[src/magnet_pkg.sv]
// Purpose: Shared constants and types for the magnet response controller
// Assumes: 200 MHz ref_clk, 10 ms slow tick derived from it
// Notes:   Register byte offsets are word aligned on a 32-bit APB bus
package magnet_pkg;

	////////////////////////////////////////////////////////////////////////////////
	// Timing
	localparam int unsigned CLK_PERIOD_NS   = 5;
	localparam int unsigned TICK_PERIOD_NS  = 10_000_000;
	localparam int unsigned TICK_CYCLES     = TICK_PERIOD_NS / CLK_PERIOD_NS;
	localparam int unsigned TICK_MS         = TICK_PERIOD_NS / 1_000_000;
	localparam int unsigned MODE_HOLD_MS    = 30_000;
	localparam int unsigned REARM_MS        = 2_000;
	localparam int unsigned RESTORE_MS      = 2_000;
	localparam int unsigned ABORT_MS        = 1_000;
	localparam int unsigned DIVERT_MS       = 2_000;
	localparam int unsigned CNT_W           = 12;
	localparam logic [CNT_W-1:0] MODE_HOLD_TICKS = CNT_W'(MODE_HOLD_MS / TICK_MS);
	localparam logic [CNT_W-1:0] REARM_TICKS     = CNT_W'(REARM_MS / TICK_MS);
	localparam logic [CNT_W-1:0] RESTORE_TICKS   = CNT_W'(RESTORE_MS / TICK_MS);
	localparam logic [CNT_W-1:0] ABORT_TICKS     = CNT_W'(ABORT_MS / TICK_MS);
	// Strictly more than the divert time
	localparam logic [CNT_W-1:0] DIVERT_TICKS    = CNT_W'(DIVERT_MS / TICK_MS + 1);

	////////////////////////////////////////////////////////////////////////////////
	// Register map
	localparam logic [11:0] CTRL_OFFSET       = 12'h000;
	localparam logic [11:0] MODE_OFFSET       = 12'h004;
	localparam logic [11:0] STATE_OFFSET      = 12'h008;
	localparam logic [11:0] IRQ_STATUS_OFFSET = 12'h00C;
	localparam logic [11:0] IRQ_CLEAR_OFFSET  = 12'h010;
	localparam logic [11:0] IRQ_ENABLE_OFFSET = 12'h014;

	localparam int unsigned CTRL_MAGNET_EN_BIT  = 0;
	localparam int unsigned CTRL_MODE_CHG_BIT   = 1;
	localparam int unsigned STATE_PRESENT_BIT   = 0;
	localparam int unsigned STATE_TEMP_MON_BIT  = 1;
	localparam int unsigned STATE_INHIBIT_BIT   = 2;
	localparam int unsigned STATE_EFF_MODE_LSB  = 4;

	localparam int unsigned EV_ARRIVE   = 0;
	localparam int unsigned EV_REMOVE   = 1;
	localparam int unsigned EV_MODE_CHG = 2;
	localparam int unsigned EV_WITHHELD = 3;
	localparam int unsigned EV_DUMP     = 4;
	localparam int unsigned EV_W        = 5;

	localparam logic [1:0]      CTRL_RESET = 2'h0;
	localparam logic [EV_W-1:0] IRQ_RESET  = 5'h00;

	////////////////////////////////////////////////////////////////////////////////
	// Types
	typedef enum logic [1:0] {
		MODE_STORAGE      = 2'b00,
		MODE_OFF          = 2'b01,
		MODE_MONITOR_ONLY = 2'b10,
		MODE_MON_THERAPY  = 2'b11
	} tachy_mode_type;

	localparam tachy_mode_type MODE_RESET = MODE_STORAGE;

	typedef struct packed {
		logic inhibit;
		logic charge_abort;
		logic dump_to_load;
		logic shock_divert;
		logic train_stop;
	} therapy_ctrl_type;

endpackage : magnet_pkg

[src/level_hold_timer.sv]
// Purpose: Synchronise a level and count slow ticks since its last change
// Assumes: tick_en is a one-cycle pulse, clk_en gates all state
// Notes:   Count saturates so long holds never wrap
`timescale 1ns/100ps
module level_hold_timer
	import magnet_pkg::*;
(
	input  wire logic             ref_clk,
	input  wire logic             reset_n,
	input  wire logic             clk_en,
	input  wire logic             tick_en,
	input  wire logic             level_in,
	output logic                  level_out,
	output logic [CNT_W-1:0]      held_ticks
);
	logic meta_r;
	logic sync_r;
	logic last_r;

	// First stage feeds only the second stage
	always_ff @(posedge ref_clk or negedge reset_n) begin
		if (!reset_n) begin
			meta_r <= 1'b0;
			sync_r <= 1'b0;
		end else if (clk_en) begin
			meta_r <= level_in;
			sync_r <= meta_r;
		end
	end

	always_ff @(posedge ref_clk or negedge reset_n) begin
		if (!reset_n) begin
			last_r     <= 1'b0;
			held_ticks <= '0;
		end else if (clk_en) begin
			last_r <= sync_r;
			if (sync_r != last_r) begin
				held_ticks <= '0;
			end else if (tick_en && held_ticks != '1) begin
				held_ticks <= held_ticks + CNT_W'(1);
			end
		end
	end

	assign level_out = last_r;

endmodule : level_hold_timer

[src/magnet_response_controller.sv]
// Purpose: Reed switch magnet handling: tones, mode change, therapy inhibit
// Assumes: Therapy status inputs synchronous to ref_clk; APB zero-wait slave
// Notes:   Bradycardia pacing has no path through this block at all
//
// Local design decisions: the address map and the APB slave port.
`timescale 1ns/100ps

// Notes on behaviour
// With magnet functions disabled the reed switch causes no tone, mode change or inhibit.
// A held magnet gives beat-synchronous tones in monitor-plus-therapy, else a steady tone.
// A mode change needs both enables and a 30 s continuous hold.
// A hold maps therapy to off, off to therapy, monitor-only to therapy, storage unchanged.
// The tone pattern follows the new mode as soon as the change takes effect.
// The magnet must be away two seconds and reapplied before another change is allowed.
// A present magnet blocks any therapy or induction start while detection keeps running.
// Therapy or off acts as monitor-only under the magnet until two seconds after removal.
// Charging under the magnet is ended within one to two seconds and dumped to the load.
// A charged capacitor is diverted after a hold of more than 2 s; no shock with magnet.
// Burst or induction pulses stop 1 to 2 s after arrival and none restart under magnet.
// Bradycardia pacing never depends on magnet state.
// Detection during temporary monitor-only is logged as therapy withheld.
// The reed input is synchronised and durations are timed on a slow tick, restarting on change.
module magnet_response_controller
	import magnet_pkg::*;
#(
	parameter int unsigned TICK_DIV = TICK_CYCLES
)(
	input  wire logic             ref_clk,
	input  wire logic             reset_n,
	input  wire logic             clk_en,
	input  wire logic             psel,
	input  wire logic             penable,
	input  wire logic             pwrite,
	input  wire logic [11:0]      paddr,
	input  wire logic [31:0]      pwdata,
	output logic [31:0]           prdata,
	output logic                  pready,
	output logic                  pslverr,
	input  wire logic             reed_in,
	input  wire logic             vsense_in,
	input  wire logic             detection_met_in,
	input  wire logic             charging_in,
	input  wire logic             charge_done_in,
	input  wire logic             burst_pacing_therapy_in,
	input  wire logic             induction_in,
	output tachy_mode_type        effective_mode,
	output logic                  tone_steady,
	output logic                  tone_beat,
	output therapy_ctrl_type      therapy_ctrl,
	output logic                  withheld_log,
	output logic                  irq
);

	////////////////////////////////////////////////////////////////////////////////
	// Slow tick
	logic [31:0] tick_cnt_r;
	logic        tick_r;

	always_ff @(posedge ref_clk or negedge reset_n) begin
		if (!reset_n) begin
			tick_cnt_r <= '0;
			tick_r     <= 1'b0;
		end else if (clk_en) begin
			tick_r <= (tick_cnt_r == 32'(TICK_DIV - 1));
			if (tick_cnt_r == 32'(TICK_DIV - 1)) begin
				tick_cnt_r <= '0;
			end else begin
				tick_cnt_r <= tick_cnt_r + 32'h0000_0001;
			end
		end
	end

	////////////////////////////////////////////////////////////////////////////////
	// Reed switch timing
	logic             reed_level;
	logic [CNT_W-1:0] held_ticks;
	logic             reed_prev_r;

	level_hold_timer u_reed_timer (
		.ref_clk    (ref_clk),
		.reset_n    (reset_n),
		.clk_en     (clk_en),
		.tick_en    (tick_r),
		.level_in   (reed_in),
		.level_out  (reed_level),
		.held_ticks (held_ticks)
	);

	////////////////////////////////////////////////////////////////////////////////
	// Control registers
	logic [1:0]      ctrl_r;
	tachy_mode_type  mode_r;
	tachy_mode_type  mode_nxt;
	logic [EV_W-1:0] irq_status_r;
	logic [EV_W-1:0] irq_enable_r;
	logic [EV_W-1:0] events;
	logic            magnet_en;
	logic            present;
	logic            arrive;
	logic            remove;
	logic            mode_change;
	logic            change_done_r;
	logic            temp_mon_r;
	logic            dump_r;
	logic            wr_access;
	logic            setup;

	assign magnet_en = ctrl_r[CTRL_MAGNET_EN_BIT];
	assign present   = magnet_en && reed_level;
	assign arrive    = present && !reed_prev_r;
	assign remove    = magnet_en && !reed_level && reed_prev_r;
	assign setup     = psel && !penable;
	assign wr_access = psel && penable && pwrite;

	always_ff @(posedge ref_clk or negedge reset_n) begin
		if (!reset_n) begin
			reed_prev_r <= 1'b0;
		end else if (clk_en) begin
			reed_prev_r <= reed_level;
		end
	end

	////////////////////////////////////////////////////////////////////////////////
	// Magnet mode change
	assign mode_change = present && ctrl_r[CTRL_MODE_CHG_BIT] && !change_done_r
		&& held_ticks >= MODE_HOLD_TICKS && mode_r != MODE_STORAGE;

	always_comb begin
		case (mode_r)
			MODE_MON_THERAPY:  mode_nxt = MODE_OFF;
			MODE_OFF:          mode_nxt = MODE_MON_THERAPY;
			MODE_MONITOR_ONLY: mode_nxt = MODE_MON_THERAPY;
			MODE_STORAGE:      mode_nxt = MODE_STORAGE;
			default:           mode_nxt = mode_r;
		endcase
	end

	// One change per hold; rearmed only after a long enough absence
	always_ff @(posedge ref_clk or negedge reset_n) begin
		if (!reset_n) begin
			change_done_r <= 1'b0;
		end else if (clk_en) begin
			if (mode_change) begin
				change_done_r <= 1'b1;
			end else if (!reed_level && held_ticks >= REARM_TICKS) begin
				change_done_r <= 1'b0;
			end
		end
	end

	// Hardware change wins over a software write in the same cycle
	always_ff @(posedge ref_clk or negedge reset_n) begin
		if (!reset_n) begin
			mode_r <= MODE_RESET;
		end else if (clk_en) begin
			if (mode_change) begin
				mode_r <= mode_nxt;
			end else if (wr_access && paddr == MODE_OFFSET) begin
				mode_r <= tachy_mode_type'(pwdata[1:0]);
			end
		end
	end

	////////////////////////////////////////////////////////////////////////////////
	// Temporary monitor-only
	always_ff @(posedge ref_clk or negedge reset_n) begin
		if (!reset_n) begin
			temp_mon_r <= 1'b0;
		end else if (clk_en) begin
			if (!magnet_en) begin
				temp_mon_r <= 1'b0;
			end else if (arrive && (mode_r == MODE_MON_THERAPY || mode_r == MODE_OFF)) begin
				temp_mon_r <= 1'b1;
			end else if (!reed_level && held_ticks >= RESTORE_TICKS) begin
				temp_mon_r <= 1'b0;
			end
		end
	end

	always_ff @(posedge ref_clk or negedge reset_n) begin
		if (!reset_n) begin
			effective_mode <= MODE_RESET;
		end else if (clk_en) begin
			effective_mode <= temp_mon_r ? MODE_MONITOR_ONLY : mode_r;
		end
	end

	////////////////////////////////////////////////////////////////////////////////
	// Tones: pattern follows the stored mode, so it switches with it
	always_ff @(posedge ref_clk or negedge reset_n) begin
		if (!reset_n) begin
			tone_steady <= 1'b0;
			tone_beat   <= 1'b0;
		end else if (clk_en) begin
			tone_steady <= present && mode_r != MODE_MON_THERAPY;
			tone_beat   <= present && mode_r == MODE_MON_THERAPY && vsense_in;
		end
	end

	////////////////////////////////////////////////////////////////////////////////
	// Therapy and induction inhibit
	// The short grace on charge and trains tolerates a magnet swept past the can
	// Pacing has no port on this block, so magnet state cannot alter it
	always_ff @(posedge ref_clk or negedge reset_n) begin
		if (!reset_n) begin
			therapy_ctrl <= '0;
			dump_r       <= 1'b0;
		end else if (clk_en) begin
			therapy_ctrl.inhibit      <= present;
			therapy_ctrl.charge_abort <= present && charging_in
				&& held_ticks >= ABORT_TICKS;
			dump_r <= present && (charging_in || charge_done_in)
				&& held_ticks >= ABORT_TICKS;
			therapy_ctrl.dump_to_load <= dump_r;
			therapy_ctrl.shock_divert <= present && charge_done_in
				&& held_ticks >= DIVERT_TICKS;
			therapy_ctrl.train_stop   <= present
				&& (held_ticks >= ABORT_TICKS
				|| !(burst_pacing_therapy_in || induction_in));
		end
	end

	// Detection itself is never gated here
	always_ff @(posedge ref_clk or negedge reset_n) begin
		if (!reset_n) begin
			withheld_log <= 1'b0;
		end else if (clk_en) begin
			withheld_log <= detection_met_in && temp_mon_r;
		end
	end

	////////////////////////////////////////////////////////////////////////////////
	// Interrupts
	assign events[EV_ARRIVE]   = arrive;
	assign events[EV_REMOVE]   = remove;
	assign events[EV_MODE_CHG] = mode_change;
	assign events[EV_WITHHELD] = detection_met_in && temp_mon_r;
	assign events[EV_DUMP]     = dump_r && !therapy_ctrl.dump_to_load;

	always_ff @(posedge ref_clk or negedge reset_n) begin
		if (!reset_n) begin
			irq_status_r <= IRQ_RESET;
		end else if (clk_en) begin
			if (wr_access && paddr == IRQ_CLEAR_OFFSET) begin
				irq_status_r <= (irq_status_r & ~pwdata[EV_W-1:0]) | events;
			end else begin
				irq_status_r <= irq_status_r | events;
			end
		end
	end

	always_ff @(posedge ref_clk or negedge reset_n) begin
		if (!reset_n) begin
			irq <= 1'b0;
		end else if (clk_en) begin
			irq <= |(irq_status_r & irq_enable_r);
		end
	end

	////////////////////////////////////////////////////////////////////////////////
	// APB slave: data decided in setup so access completes with no wait
	always_ff @(posedge ref_clk or negedge reset_n) begin
		if (!reset_n) begin
			ctrl_r       <= CTRL_RESET;
			irq_enable_r <= IRQ_RESET;
		end else if (clk_en && wr_access) begin
			if (paddr == CTRL_OFFSET) begin
				ctrl_r <= pwdata[1:0];
			end
			if (paddr == IRQ_ENABLE_OFFSET) begin
				irq_enable_r <= pwdata[EV_W-1:0];
			end
		end
	end

	always_ff @(posedge ref_clk or negedge reset_n) begin
		if (!reset_n) begin
			prdata  <= 32'h0000_0000;
			pready  <= 1'b0;
			pslverr <= 1'b0;
		end else if (clk_en) begin
			pready <= 1'b1;
			if (setup) begin
				pslverr <= 1'b0;
				prdata  <= 32'h0000_0000;
				case (paddr)
					CTRL_OFFSET:       prdata[1:0] <= ctrl_r;
					MODE_OFFSET:       prdata[1:0] <= mode_r;
					STATE_OFFSET: begin
						prdata[STATE_PRESENT_BIT]  <= reed_level;
						prdata[STATE_TEMP_MON_BIT] <= temp_mon_r;
						prdata[STATE_INHIBIT_BIT]  <= present;
						prdata[STATE_EFF_MODE_LSB +: 2] <= effective_mode;
					end
					IRQ_STATUS_OFFSET: prdata[EV_W-1:0] <= irq_status_r;
					IRQ_CLEAR_OFFSET:  prdata <= 32'h0000_0000;
					IRQ_ENABLE_OFFSET: prdata[EV_W-1:0] <= irq_enable_r;
					default:           pslverr <= 1'b1;
				endcase
			end
		end
	end

endmodule : magnet_response_controller

[config.mk]
export PLATFORM = sky130hd
export DESIGN_NAME = magnet_response_controller
export DESIGN_NICKNAME = d
export VERILOG_FILES = /design/src/magnet_pkg.sv /design/src/level_hold_timer.sv /design/src/magnet_response_controller.sv
export SDC_FILE = /design/constraint.sdc
export NUM_CORES = 1
export LEC_CHECK = 0
export ABC_AREA = 1
export BUFFER_PORTS_ARGS = -buffer_cell sky130_fd_sc_hd__buf_2
export CAP_MARGIN = 20
export CORE_ASPECT_RATIO = 1.75
export CORE_MARGIN = 2
export CORE_UTILIZATION = 50
export CTS_CLUSTER_DIAMETER = 50
export DETAILED_ROUTE_END_ITERATION = 8
export GPL_TIMING_DRIVEN = 0
export PLACE_DENSITY_LB_ADDON = 0.25
export SLEW_MARGIN = 20
export SYNTH_ARGS = -nofsm -noshare
export SYNTH_HDL_FRONTEND = slang
export SYNTH_HIERARCHICAL = 1
export SYNTH_SLANG_ARGS = --single-unit
[constraint.sdc]
create_clock -name ref_clk -period 2.15 [get_ports ref_clk]
set_clock_uncertainty 0.15 [all_clocks]
set_input_delay 0.1075 -clock ref_clk [delete_from_list [all_inputs] [get_ports ref_clk]]
set_output_delay 0.1075 -clock ref_clk [all_outputs]
set_load 0.02 [all_outputs]
After elaboration in Yosys (flattened, before gate mapping)
Index checks and enable logic that the tools add are counted.
Widths: inputs -> output; s select.

storage, ports and cells
  output and inout bits = 45
  bits in registers = 85
  input bits = 57

operators by class
  equal/unequal tests = 13
  $add $sub $neg = 2
  order comparisons = 4
  bitwise operators = 5
  mux-type cells = 18
  reduce and logical (&&, ||, !) cells = 55

operators with widths
  operator               number
  $add 32x1->32 const B  1
  $eq 32x21->1 const B   1
  $mux 32                1
  $logic_and 1x1->1      29
  $eq 12x4->1 const B    2
  $eq 12x5->1 const B    2
  $ge 12x8->1 const B    2
  $mux 12                2
  $reduce_and 2->1       7
  $add 12x1->12 const B  1
  $eq 12x3->1 const B    1
  $ge 12x12->1 const B   1
  $ge 12x7->1 const B    1
  $logic_not 12->1       1
  $ne 12x12->1 const B   1
  $and 5x5->5            2
  $or 5x5->5             2
  $pmux 2 s5             1
  $reduce_bool 2->1      4
  $logic_not 1->1        6
  $mux 1                 6
  $mux 2                 3
  $pmux 1 s3             2
  $pmux 2 s3             1
  other kinds (13)       17

Longest topological paths before layout
Gate-level depths: netlist of the first run.

  depth in word-level cells = 7
  depth in mapped cells = 11
  depth with buffers taken out = 10

Modules after synthesis
The synthesis of the first run kept the hierarchy.

by module, submodules not included
  module                      cells each  area each (sq um)  times used
  magnet_response_controller  606         4304.1             1
  level_hold_timer            137         927.1              1

Worst setup path before layout of the first run
OpenSTA, ideal clock, no wires.

  kind = register -> register
  from = register tick_cnt_r[0]
  to = register tick_cnt_r[24]
  buffers on the path = 0
  clock period less this slack = 1603 ps
  slack = 547 ps
  arrival = 1329 ps
  required time = 1876 ps
  cell stages (with the launch flop) = 8
  cell sequence = dfrtp_1 ha_1 nand3_1 nor2_2 nand2_1 nor2_2 nand4_1 xor2_1

between the ends
  longest elaborated chain between the ends = 2
  elaborated cells on any way between the ends = 3
  classes of those cells = add/sub: 1; eq/ne: 1; mux: 1

ends and longest elaborated chain
  element                                        line                                                                RTL
  from (decl)                                    magnet_response_controller.sv:56                                    logic [31:0] tick_cnt_r;
  from (signal assigned)                         magnet_response_controller.sv:68                                    tick_cnt_r <= tick_cnt_r + 32'h0000_0001;
  $add 32x1->32 or $eq 32x21->1 (tied branches)  magnet_response_controller.sv:68, magnet_response_controller.sv:65
  $mux 32 *                                      magnet_response_controller.sv:65                                    if (tick_cnt_r == 32'(TICK_DIV - 1)) begin

Every way passes the cells marked *; elsewhere a longest branch is shown, timed or not.
A chain may end at the register's enable or synchronous reset.

Worst setup path in the final report of the first run
Ends and elaborated chain as after synthesis.

==> run metrics, run 1 <==
status finished clean; share of cells above drive strength 1 0.149; GRT overflow 0; min cycle time layout 1.93 ns; slowest stage cell, crit path dfrtp_1; initial antenna violation count 0; Post-CTS Resized 0; vias in the first global route 4808; # fillers 990; drt first pass iters 4; Reg area 2130 um^2; number of nets still failing antenna checks after routing 0; synth-to-layout area growth 18.7%; initial drt markers 339; CP Cell Sequence ha_1 -> nand3_1 -> nor2_2 -> nand2_1 -> nor2_2 -> nand4_1 -> xor2_1; Die X-Extent 81.3 um; Mean Syn Cell Area 7.04 um^2; Mapped Area 5230 um^2; Initial Util 0.511; CTS Root Buffer Type clkbuf_16; Yosys reg bits 85; RSZ-0062 raised after global routing no; Pins Over Slew Limit 0; Final Util 0.606; final setup TNS 0 ns; # setup viols final 0; largest net degree at the start of global routing 47; worst skew pair latency 0.34 ns; synth unique cells 39; routability cong. 0.924; DR top layer met4; routed via count 4993; Hold Path Stages 4; Arr. time, crit path 2.01 ns; startpoint class of the critical path flop; pre-CTS WS 0.229 ns; die footprint 11300 um^2; Final period util 0.898; worst reg2reg setup slack 0.22 ns; Leakage 3.35 nW; CP Max Fanout 6; routed wire length 13400 um; min-delay src clk_en; Critical R2R Launch tick_cnt_r[0]; CTS buffer count 9; Synth Instances 743; pwr/cell area 623 nW/um^2; critical path type reg2reg; Worst IR Drop VDD 0.451 mV; Area after DPL 5750 um^2; # diodes 0; final hold violation count 0; Worst setup EP type flop; TritonCTS clock tree built; Global Route Usage Sum 0.250; CP Data Required Time 2.23 ns; crit-path max cell delay 0.43 ns; NumNets Final 905; Top Ports 102; critical path's top delay family simple AND/OR/NAND/NOR gates; TritonCTS Sinks 85; die height 139 um; DR WL/cell 13.8 um; normalized max-slew margin 0.628; Via-to-Cell Ratio 5.13; Max Fclk 0.518 GHz; Post-DP HPWL 10300 um; WL met1 5190 um; top cells by area, synth dfrtp_1 (41%), nand2_1 (17%), nor2_1 (6.7%); worst setup margin 0.219 ns; maximum clock insertion buffer count 2; area of the multi-input gates 2630 um^2; fin area 6210 um^2; global-route wire length before repair 22100 um; cells on worst reg2reg path 7; most numerous cell on the critical path nor2_2; row cnt 49; # Max-Cap Violations 0; YS warnings 6; sequential share of the synthesized area 0.407; PortBufs 48; WL met2 7290 um; actual slew at the worst max-slew pin 0.558 ns; clk slew on worst S/H paths 0.06 ns; Hold/Removal Path Class in2reg; Critical path buffers and inverters 0; Yosys top cell by area dfrtp_1; Hold Path End u_reed_timer/held_ticks[9]; H-tree depth 3; r2r endpoint tick_cnt_r[24]; Core ar. 10200 um^2; DRC viols 0; Crit path depth 7; top-area cell type share of the netlist area 0.407; DR WL met3 293 um
-- worst max-delay path by stage --
stage	slack, ns	start	endpoint
after floorplan	0.55	tick_cnt_r[0]	tick_cnt_r[24]
after global placement	0.12	reset_n	prdata[3]
after detailed placement	0.23	tick_cnt_r[0]	tick_cnt_r[24]
after CTS	0.21	tick_cnt_r[0]	tick_cnt_r[24]
after global routing	0.04	tick_cnt_r[0]	tick_cnt_r[24]
final	0.22	tick_cnt_r[0]	tick_cnt_r[24]
-- cell usage in the layout (no fill, tap or decap), drive strengths merged, types with 3 or more instances in the layout --
| cell type | Yosys | layout |
|---|---|---|
| a21oi | 16 | 16 |
| a31oi | 3 | 3 |
| buf | 33 | 82 |
| clkbuf | 2 | 15 |
| conb | 1 | 26 |
| dfrtp | 85 | 85 |
| dlygate4sd3 | 0 | 14 |
| ha | 6 | 6 |
| inv | 86 | 86 |
| nand2 | 243 | 243 |
| nand3 | 67 | 67 |
| nand3b | 3 | 3 |
| nand4 | 16 | 16 |
| nor2 | 106 | 106 |
| nor3 | 19 | 19 |
| o21ai | 31 | 31 |
| or2 | 3 | 3 |
| xnor2 | 3 | 3 |
| xor2 | 10 | 10 |
-- layer usage --
metal,global-route usage,vias to the layer above
li1,-,2502
met4,0.152,0
met1,0.274,2343
met3,0.0240,42
met2,0.447,106
met5,0,-
-- area by class of cell --
class / instances / share of cell area
Multi-Input combinational cell: 561 / 0.423
Clock buffer: 13 / 0.0435
Clock inverter: 3 / 0.00685
Timing Repair Buffer: 63 / 0.0661
Tap cell: 127 / 0.0256
Sequential cell: 85 / 0.343
Buffer: 35 / 0.0393
Inverter: 87 / 0.0526
-- worst register-to-register path: cells and delay by family, from the launching register on --
| family | cells | cell delay, ns |
|---|---|---|
| DFF | 1 | 0.43 |
| and+or+nand+nor | 5 | 0.84 |
| adders and majority gates | 1 | 0.24 |
| xor gates and xnor gates | 1 | 0.16 |
-- through the flow --
stage                     cells  hold WS, ns  power [mW]
after floorplan             768       -0.338        2.08
after global placement      943        0.160        2.22
after detailed placement    944      -0.0159        2.24
after CTS                   974      0.00118        3.88
after global routing        974       0.0129        4.02
final                       974      0.00426        3.87
-- Yosys cell counts --
master / number
a21o_1: 1
a21oi_1: 16
a221oi_1: 1
a31o_2: 1
a31oi_1: 3
a32o_1: 1
buf_1: 2
buf_2: 3
buf_4: 27
buf_6: 1
clkbuf_1: 2
clkinv_1: 1
conb_1: 1
dfrtp_1: 85
ha_1: 6
inv_1: 83
inv_2: 3
nand2_1: 236
nand2_2: 3
nand2_4: 4
nand3_1: 66
nand3_2: 1
nand3b_1: 3
nand4_1: 16
nor2_1: 94
nor2_2: 9
nor2_4: 2
nor2_8: 1
nor3_1: 15
nor3_2: 2
nor3_4: 2
o211ai_1: 2
o21ai_0: 31
o22a_1: 1
o311ai_0: 1
o311ai_1: 1
or2_2: 3
xnor2_1: 3
xor2_1: 10
-- flip-flops by register name, summed over array words and instances, names as in the netlist, 2 cells and up --
register and cells:
ctrl_r 2, therapy_ctrl 5, tick_cnt_r 32, u_reed_timer/held_ticks 12
mode_r 2, irq_status_r 5, effective_mode 2, prdata 6
irq_enable_r 5
-- power by group --
group          leakage, nW  switching, mW  internal, mW
combinational         2.08          0.317         0.186
clock                0.152          0.640         0.994
sequential            1.12         0.0653          1.67
-- logic make-up (layout without fill, tap and decap cells) --
family	count (synthesis)	count (layout)	synth area share
AND/OR/NAND/NOR	457	457	0.384
buffers and inverters	122	201	0.109
flip-flops	85	85	0.407
AO/OA/AOI/OAI	59	59	0.0631
XOR/XNOR	13	13	0.0218
adder cells (fa/ha/maj)	6	6	0.0144
other	1	26	0.000717
-- timing repair --
action / CTS / global route
setup buffers: 0 / 0
hold endpoints to repair: 65 / 0
hold buffers: 14 / 0
Note: power is estimated with default switching activity, not from simulation.
==> inputs of run 2 (changes only) <==
CORE_UTILIZATION = 56   (was 50)
==> run 2 against run 1 <==
  * Fmax decreased by 3.4%
  * Count of clock-buffer cells in the layout decreased by 2
  * Clock power decreased by 3%
  * Flip-flop and latch count unchanged
  * Final cell count decreased by 0.72%
  * Non-clock buffer count increased by 1
  * Utilization increased by 7.5 points
  * Sequential share of layout area increased by 0.062 points
  * Worst hold slack improved by 0.012 ns
  * Largest power group unchanged
==> run metrics, run 2 (same netlist as run 1, synthesis figures left out) <==
initial drt markers 323 (was 339); H-tree depth 3 (unchanged); Via-to-Cell Ratio 5.34 (was 5.13); Top Ports 102 (unchanged); Worst IR Drop VDD 0.607 mV (was 0.451 mV); CP Data Required Time 2.28 ns (was 2.23 ns); slowest stage cell, crit path a21oi_1 (was dfrtp_1); Hold/Removal Path Class in2reg (unchanged); clk slew on worst S/H paths 0.06 ns (about the same); PortBufs 48 (unchanged); Post CTS Setup Buffer Count 0 (unchanged); min cycle time layout 2.00 ns (was 1.93 ns); normalized max-slew margin 0.580 (was 0.628); CP Max Fanout 7 (was 6); Min Hold Slack 0.0160 ns (was 0.00426 ns); routed via count 5165 (was 4993); row cnt 46 (was 49); worst skew pair latency 0.34 ns (about the same); TritonCTS Sinks 85 (unchanged); Core ar. 9090 um^2 (was 10200 um^2); Initial Util 0.575 (was 0.511); worst setup margin 0.151 ns (was 0.219 ns); routability cong. 0.962 (was 0.924); Final Util 0.681 (was 0.606); global-route wire length before repair 21900 um (was 22100 um); routed wire length 13400 um (about the same); NumNets Final 906 (was 905); # Max-Cap Violations 0 (unchanged); Post-CTS Resized 0 (unchanged); maximum clock insertion buffer count 2 (unchanged); Max Fclk 0.500 GHz (was 0.518 GHz); vias in the first global route 4841 (was 4808); TritonCTS clock tree built (unchanged); # diodes 0 (unchanged); initial antenna violation count 0 (unchanged); sequential power share 0.454 (was 0.447); Final period util 0.930 (was 0.898); Global Route Usage Sum 0.269 (was 0.250); pre-CTS WS 0.200 ns (was 0.229 ns); share of cells above drive strength 1 0.149 (unchanged); crit-path max cell delay 0.52 ns (was 0.43 ns); die footprint 10200 um^2 (was 11300 um^2); Comb power frac 0.133 (was 0.130); Largest Register tick_cnt_r (unchanged); Top Registers tick_cnt_r: 32 flops, u_reed_timer/held_ticks: 12 flops, prdata: 6 flops (unchanged); Net Switching 1.01 mW (was 1.02 mW); largest net degree at the start of global routing 60 (was 47); commonest non-fill, non-tap cell in the layout nand2_1 (unchanged); switching share of power 0.265 (was 0.264); CTS Root Buffer Type clkbuf_16 (unchanged); # fillers 829 (was 990); DR WL/cell 13.9 um (was 13.8 um); drt first pass iters 5 (was 4); RSZ-0062 raised after global routing no (unchanged); die height 132 um (was 139 um); Die X-Extent 77.1 um (was 81.3 um); CP Cell Sequence ha_1 -> nand2_2 -> nor2_4 -> nand3_2 -> nand2_2 -> a21oi_1 -> nand2_1 -> nand2_1 (was ha_1 -> nand3_1 -> nor2_2 -> nand2_1 -> nor2_2 -> nand4_1 -> xor2_1); hold_buf cts 15 (was 14); synth-to-layout area growth 18.4% (was 18.7%); final hold violation count 0 (unchanged); final setup TNS 0 ns (unchanged); Arr. time, crit path 2.13 ns (was 2.01 ns); number of nets still failing antenna checks after routing 0 (unchanged); Power Internal 2.81 mW (was 2.85 mW); GRT overflow 0 (unchanged); DRC viols 0 (unchanged); critical path type reg2reg (unchanged); critical path's top delay family simple AND/OR/NAND/NOR gates (unchanged); Largest register FFs 32 (unchanged); clock group share of total power 0.413 (was 0.423); Critical path buffers and inverters 0 (unchanged); commonest cells after routing, fill and taps aside nand2_1 (236), nor2_1 (94), dfrtp_1 (85), inv_1 (83), nand3_1 (66) (unchanged); # setup viols final 0 (unchanged); Pins Over Slew Limit 0 (unchanged); pwr/cell area 616 nW/um^2 (was 623 nW/um^2); actual slew at the worst max-slew pin 0.631 ns (was 0.558 ns); CTS buffer count 9 (unchanged); Worst setup EP type flop (unchanged); Leakage 3.35 nW (about the same); startpoint class of the critical path flop (unchanged); Post-DP HPWL 10300 um (about the same); status finished clean (unchanged)
-- run 2: changes by cell type in the layout (fill, tap and decap cells not counted) --
| cell | before | now |
|---|---|---|
| clkbuf_1 | 3 | 2 |
| clkbuf_8 | 3 | 2 |
| clkinv_2 | 1 | 2 |
| dlygate4sd3_1 | 14 | 15 |
-- run 2: layout make-up --
type | instances | area (um^2) | area share
multi-input cells | 561 | 2630 | 0.424
well taps | 120 | 150 | 0.0242
plain buffers | 35 | 244 | 0.0394
clock buffers | 11 | 253 | 0.0408
repair buffers | 64 | 420 | 0.0679
clock inverters | 4 | 47.5 | 0.00767
flip-flops and latches | 85 | 2130 | 0.343
inverters | 87 | 327 | 0.0527
-- run 2: path summary, 6_finish.rpt --
kind                                            start                          to  slack [ns]  cells past startpoint
min reg2reg                                    pready                      pready        0.33                      1
max in group asynchronous                     reset_n             irq_status_r[2]        1.17                      3
max                        u_reed_timer/held_ticks[0]  u_reed_timer/held_ticks[8]        0.15                      8
max reg2reg                u_reed_timer/held_ticks[0]  u_reed_timer/held_ticks[8]        0.15                      8
min in group asynchronous                     reset_n               tick_cnt_r[7]        0.07                      2
min                                            clk_en  u_reed_timer/held_ticks[9]        0.02                      4
-- run 2: power groups by stage --
stage               sequential (mW)  clock, mW  combinational (mW)
finish                         1.73       1.58               0.509
CTS                            1.73       1.61               0.508
global route                   1.74       1.66               0.563
detailed placement             1.76          0               0.482
global placement               1.76          0               0.460
floorplan                      1.76          0               0.323
-- run 2: per-stage QoR --
step / cells / area [um^2] / power [mW]
2_1_floorplan: 768 / 5330 / 2.08
3_3_place_gp: 936 / 5720 / 2.22
3_5_place_dp: 937 / 5750 / 2.24
4_1_cts: 967 / 6200 / 3.85
5_1_grt: 967 / 6200 / 3.96
6_report: 967 / 6200 / 3.82
-- run 2: routing by layer --
| layer | vias to the layer above | GRT usage | routed length, um |
|---|---|---|---|
| met2 | 184 | 0.502 | 7480 |
| met5 | - | 0 | 0 |
| li1 | 2499 | - | - |
| met4 | 0 | 0.150 | 597 |
| met1 | 2437 | 0.283 | 4880 |
| met3 | 45 | 0.0384 | 481 |
-- run 2: worst register-to-register path, stage by stage, from the launching register on --
cell and delay, ns:
dfrtp_1 0.42, ha_1 0.26, nand2_2 0.14, nor2_4 0.05, nand3_2 0.08, nand2_2 0.09
a21oi_1 0.52, nand2_1 0.13, nand2_1 0.09
==> inputs of run 3 (changes only) <==
BUFFER_PORTS_ARGS = default   (was -buffer_cell sky130_fd_sc_hd__buf_2)
CORE_UTILIZATION = 64   (was 56)
DONT_BUFFER_PORTS = 1   (was default)
GPL_TIMING_DRIVEN = default   (was 0)
==> run 3 against run 2 <==
  * The flow now finishes with violations (hold timing)
  * Highest routed layer unchanged
  * Sequential power up 2%
  * Critical endpoint is now prdata[0]
  * Setup slack worse by 0.039 ns
  * Non-clock buffer count decreased by 74
  * Via count is 6.2% lower
  * Register-to-register slack better by 0.12 ns
  * Combinational power fell by 29%
==> run metrics, run 3 (same netlist as run 1, synthesis figures left out) <==
status finished with violations (was finished clean); failing checks hold timing; Core ar. 7910 um^2 (was 9090 um^2); die footprint 8940 um^2 (was 10200 um^2); final setup TNS 0 ns (unchanged); r2r endpoint mode_r[0] (was u_reed_timer/held_ticks[8]); number of nets still failing antenna checks after routing 0 (unchanged); commonest cells after routing, fill and taps aside nand2_1 (236), nor2_1 (94), dfrtp_1 (85), inv_1 (83), nand3_1 (66) (unchanged); maximum clock insertion buffer count 2 (unchanged); hold_buf cts 21 (was 15); CP Data Required Time 2.26 ns (was 2.28 ns); routed wire length 12700 um (was 13400 um); Arr. time, crit path 2.15 ns (was 2.13 ns); Global Route Usage Sum 0.305 (was 0.269); H-tree depth 3 (unchanged); critical path type in2reg (was reg2reg); # Max-Cap Violations 0 (unchanged); CTS buffer count 9 (unchanged); Hold/Removal Path Class in2async (was in2reg); DR WL/cell 14.8 um (was 13.9 um); Via-to-Cell Ratio 5.61 (was 5.34); Area after DPL 5220 um^2 (was 5750 um^2); CP startpoint clk_en (was u_reed_timer/held_ticks[0]); startpoint class of the critical path primary input (was flop); TritonCTS clock tree built (unchanged); final hold violation count 85 (was 0); Top Registers tick_cnt_r: 32 flops, u_reed_timer/held_ticks: 12 flops, prdata: 6 flops (unchanged); Worst setup EP type flop (unchanged); Top Ports 102 (unchanged); clk slew on worst S/H paths 0.06 ns (about the same); # diodes 0 (unchanged); Leakage 2.99 nW (was 3.35 nW); CP Max Fanout 31 (was 7); Largest Register tick_cnt_r (unchanged); # setup viols final 0 (unchanged); largest net degree at the start of global routing 86 (was 60); DP Cell Count 827 (was 937); drt first pass iters 4 (was 5); min cycle time layout 2.04 ns (was 2.00 ns); die height 124 um (was 132 um); routability cong. 0.961 (was 0.962); share of cells above drive strength 1 0.0634 (was 0.149); Final period util 0.948 (was 0.930); worst skew pair latency 0.34 ns (about the same); routed via count 4844 (was 5165); cells on worst reg2reg path 9 (was 8); pwr/cell area 615 nW/um^2 (was 616 nW/um^2); Finished Layout Cells 863 (was 967); commonest non-fill, non-tap cell in the layout nand2_1 (unchanged); vias in the first global route 4717 (was 4841); Initial Util 0.661 (was 0.575); normalized max-slew margin 0.641 (was 0.580); PortBufs 0 (was 48); Largest register FFs 32 (unchanged); actual slew at the worst max-slew pin 0.537 ns (was 0.631 ns); Die X-Extent 72.3 um (was 77.1 um); row cnt 43 (was 46); Critical R2R Launch mode_r[0] (was u_reed_timer/held_ticks[0]); Worst IR Drop VDD 0.467 mV (was 0.607 mV); DRC viols 0 (unchanged); NumNets Final 832 (was 906); worst reg2reg setup slack 0.27 ns (was 0.15 ns); Final Util 0.721 (was 0.681); RSZ-0062 raised after global routing no (unchanged); TritonCTS Sinks 85 (unchanged); initial antenna violation count 0 (unchanged); CTS Root Buffer Type clkbuf_16 (unchanged); GRT overflow 0 (unchanged); Min Hold Slack -0.693 ns (was 0.0160 ns); Post CTS Setup Buffer Count 0 (unchanged); global-route wire length before repair 21200 um (was 21900 um); Post-DP HPWL 9340 um (was 10300 um); synth-to-layout area growth 9.06% (was 18.4%); Pins Over Slew Limit 0 (unchanged); initial drt markers 336 (was 323); fin area 5710 um^2 (was 6200 um^2); Max Fclk 0.491 GHz (was 0.500 GHz)
-- run 3: report_power, final --
| group | internal, mW | leakage (nW) | total [mW] | switching, mW |
|---|---|---|---|---|
| registers | 1.67 | 1.12 | 1.77 | 0.101 |
| logic | 0.124 | 1.75 | 0.360 | 0.235 |
| clock network | 0.774 | 0.125 | 1.38 | 0.609 |
| total | 2.56 | 2.99 | 3.51 | 0.945 |
-- run 3: cell type report --
cell class                 instances  area [um^2]
tap                               90          113
multi-input combinational        561         2630
clock buffer                      11          233
inverter                          87          329
clock inverter                     4         26.3
sequential                        85         2130
fill                             645         2200
timing repair buffer              25          250
-- run 3: layer usage --
| layer | track usage | wire length (um) | vias to the layer above |
|---|---|---|---|
| met5 | 0 | 0 | - |
| met4 | 0.200 | 621 | 0 |
| met3 | 0.0453 | 546 | 39 |
| met2 | 0.542 | 6960 | 159 |
| met1 | 0.330 | 4620 | 2286 |
| li1 | - | - | 2360 |
-- run 3: repair_timing --
action                                  4_1_cts  5_1_grt
resized for setup                             0        2
endpoints found under the hold margin       145       85
endpoints found under the setup margin        0        6
-- run 3: worst max-delay path: stages --
cell,delay (ns)
dlygate4sd3_1,0.58
buf_12,0.21
inv_4,0.15
nor3_4,0.21
dlygate4sd3_1,0.71
nor2_1,0.06
a21oi_1,0.12
-- run 3: metrics by stage --
stage,worst slack (ns),hold slack (ns),total power [mW]
global placement,0.352,-0.336,2.09
finish,0.111,-0.693,3.51
detailed placement,0.325,-0.336,2.10
global route,0.00738,-0.702,3.65
floorplan,0.547,-0.338,2.08
CTS,0.0165,-0.699,3.52
-- run 3: how the worst max path moves through the flow --
stage               cells past startpoint  slack [ns]              to
CTS                                     7        0.02       prdata[0]
global placement                        7        0.35  tick_cnt_r[24]
finish                                  7        0.11       prdata[0]
floorplan                               7        0.55  tick_cnt_r[24]
detailed placement                      9        0.32       mode_r[1]
global route                            7       0.007       prdata[1]
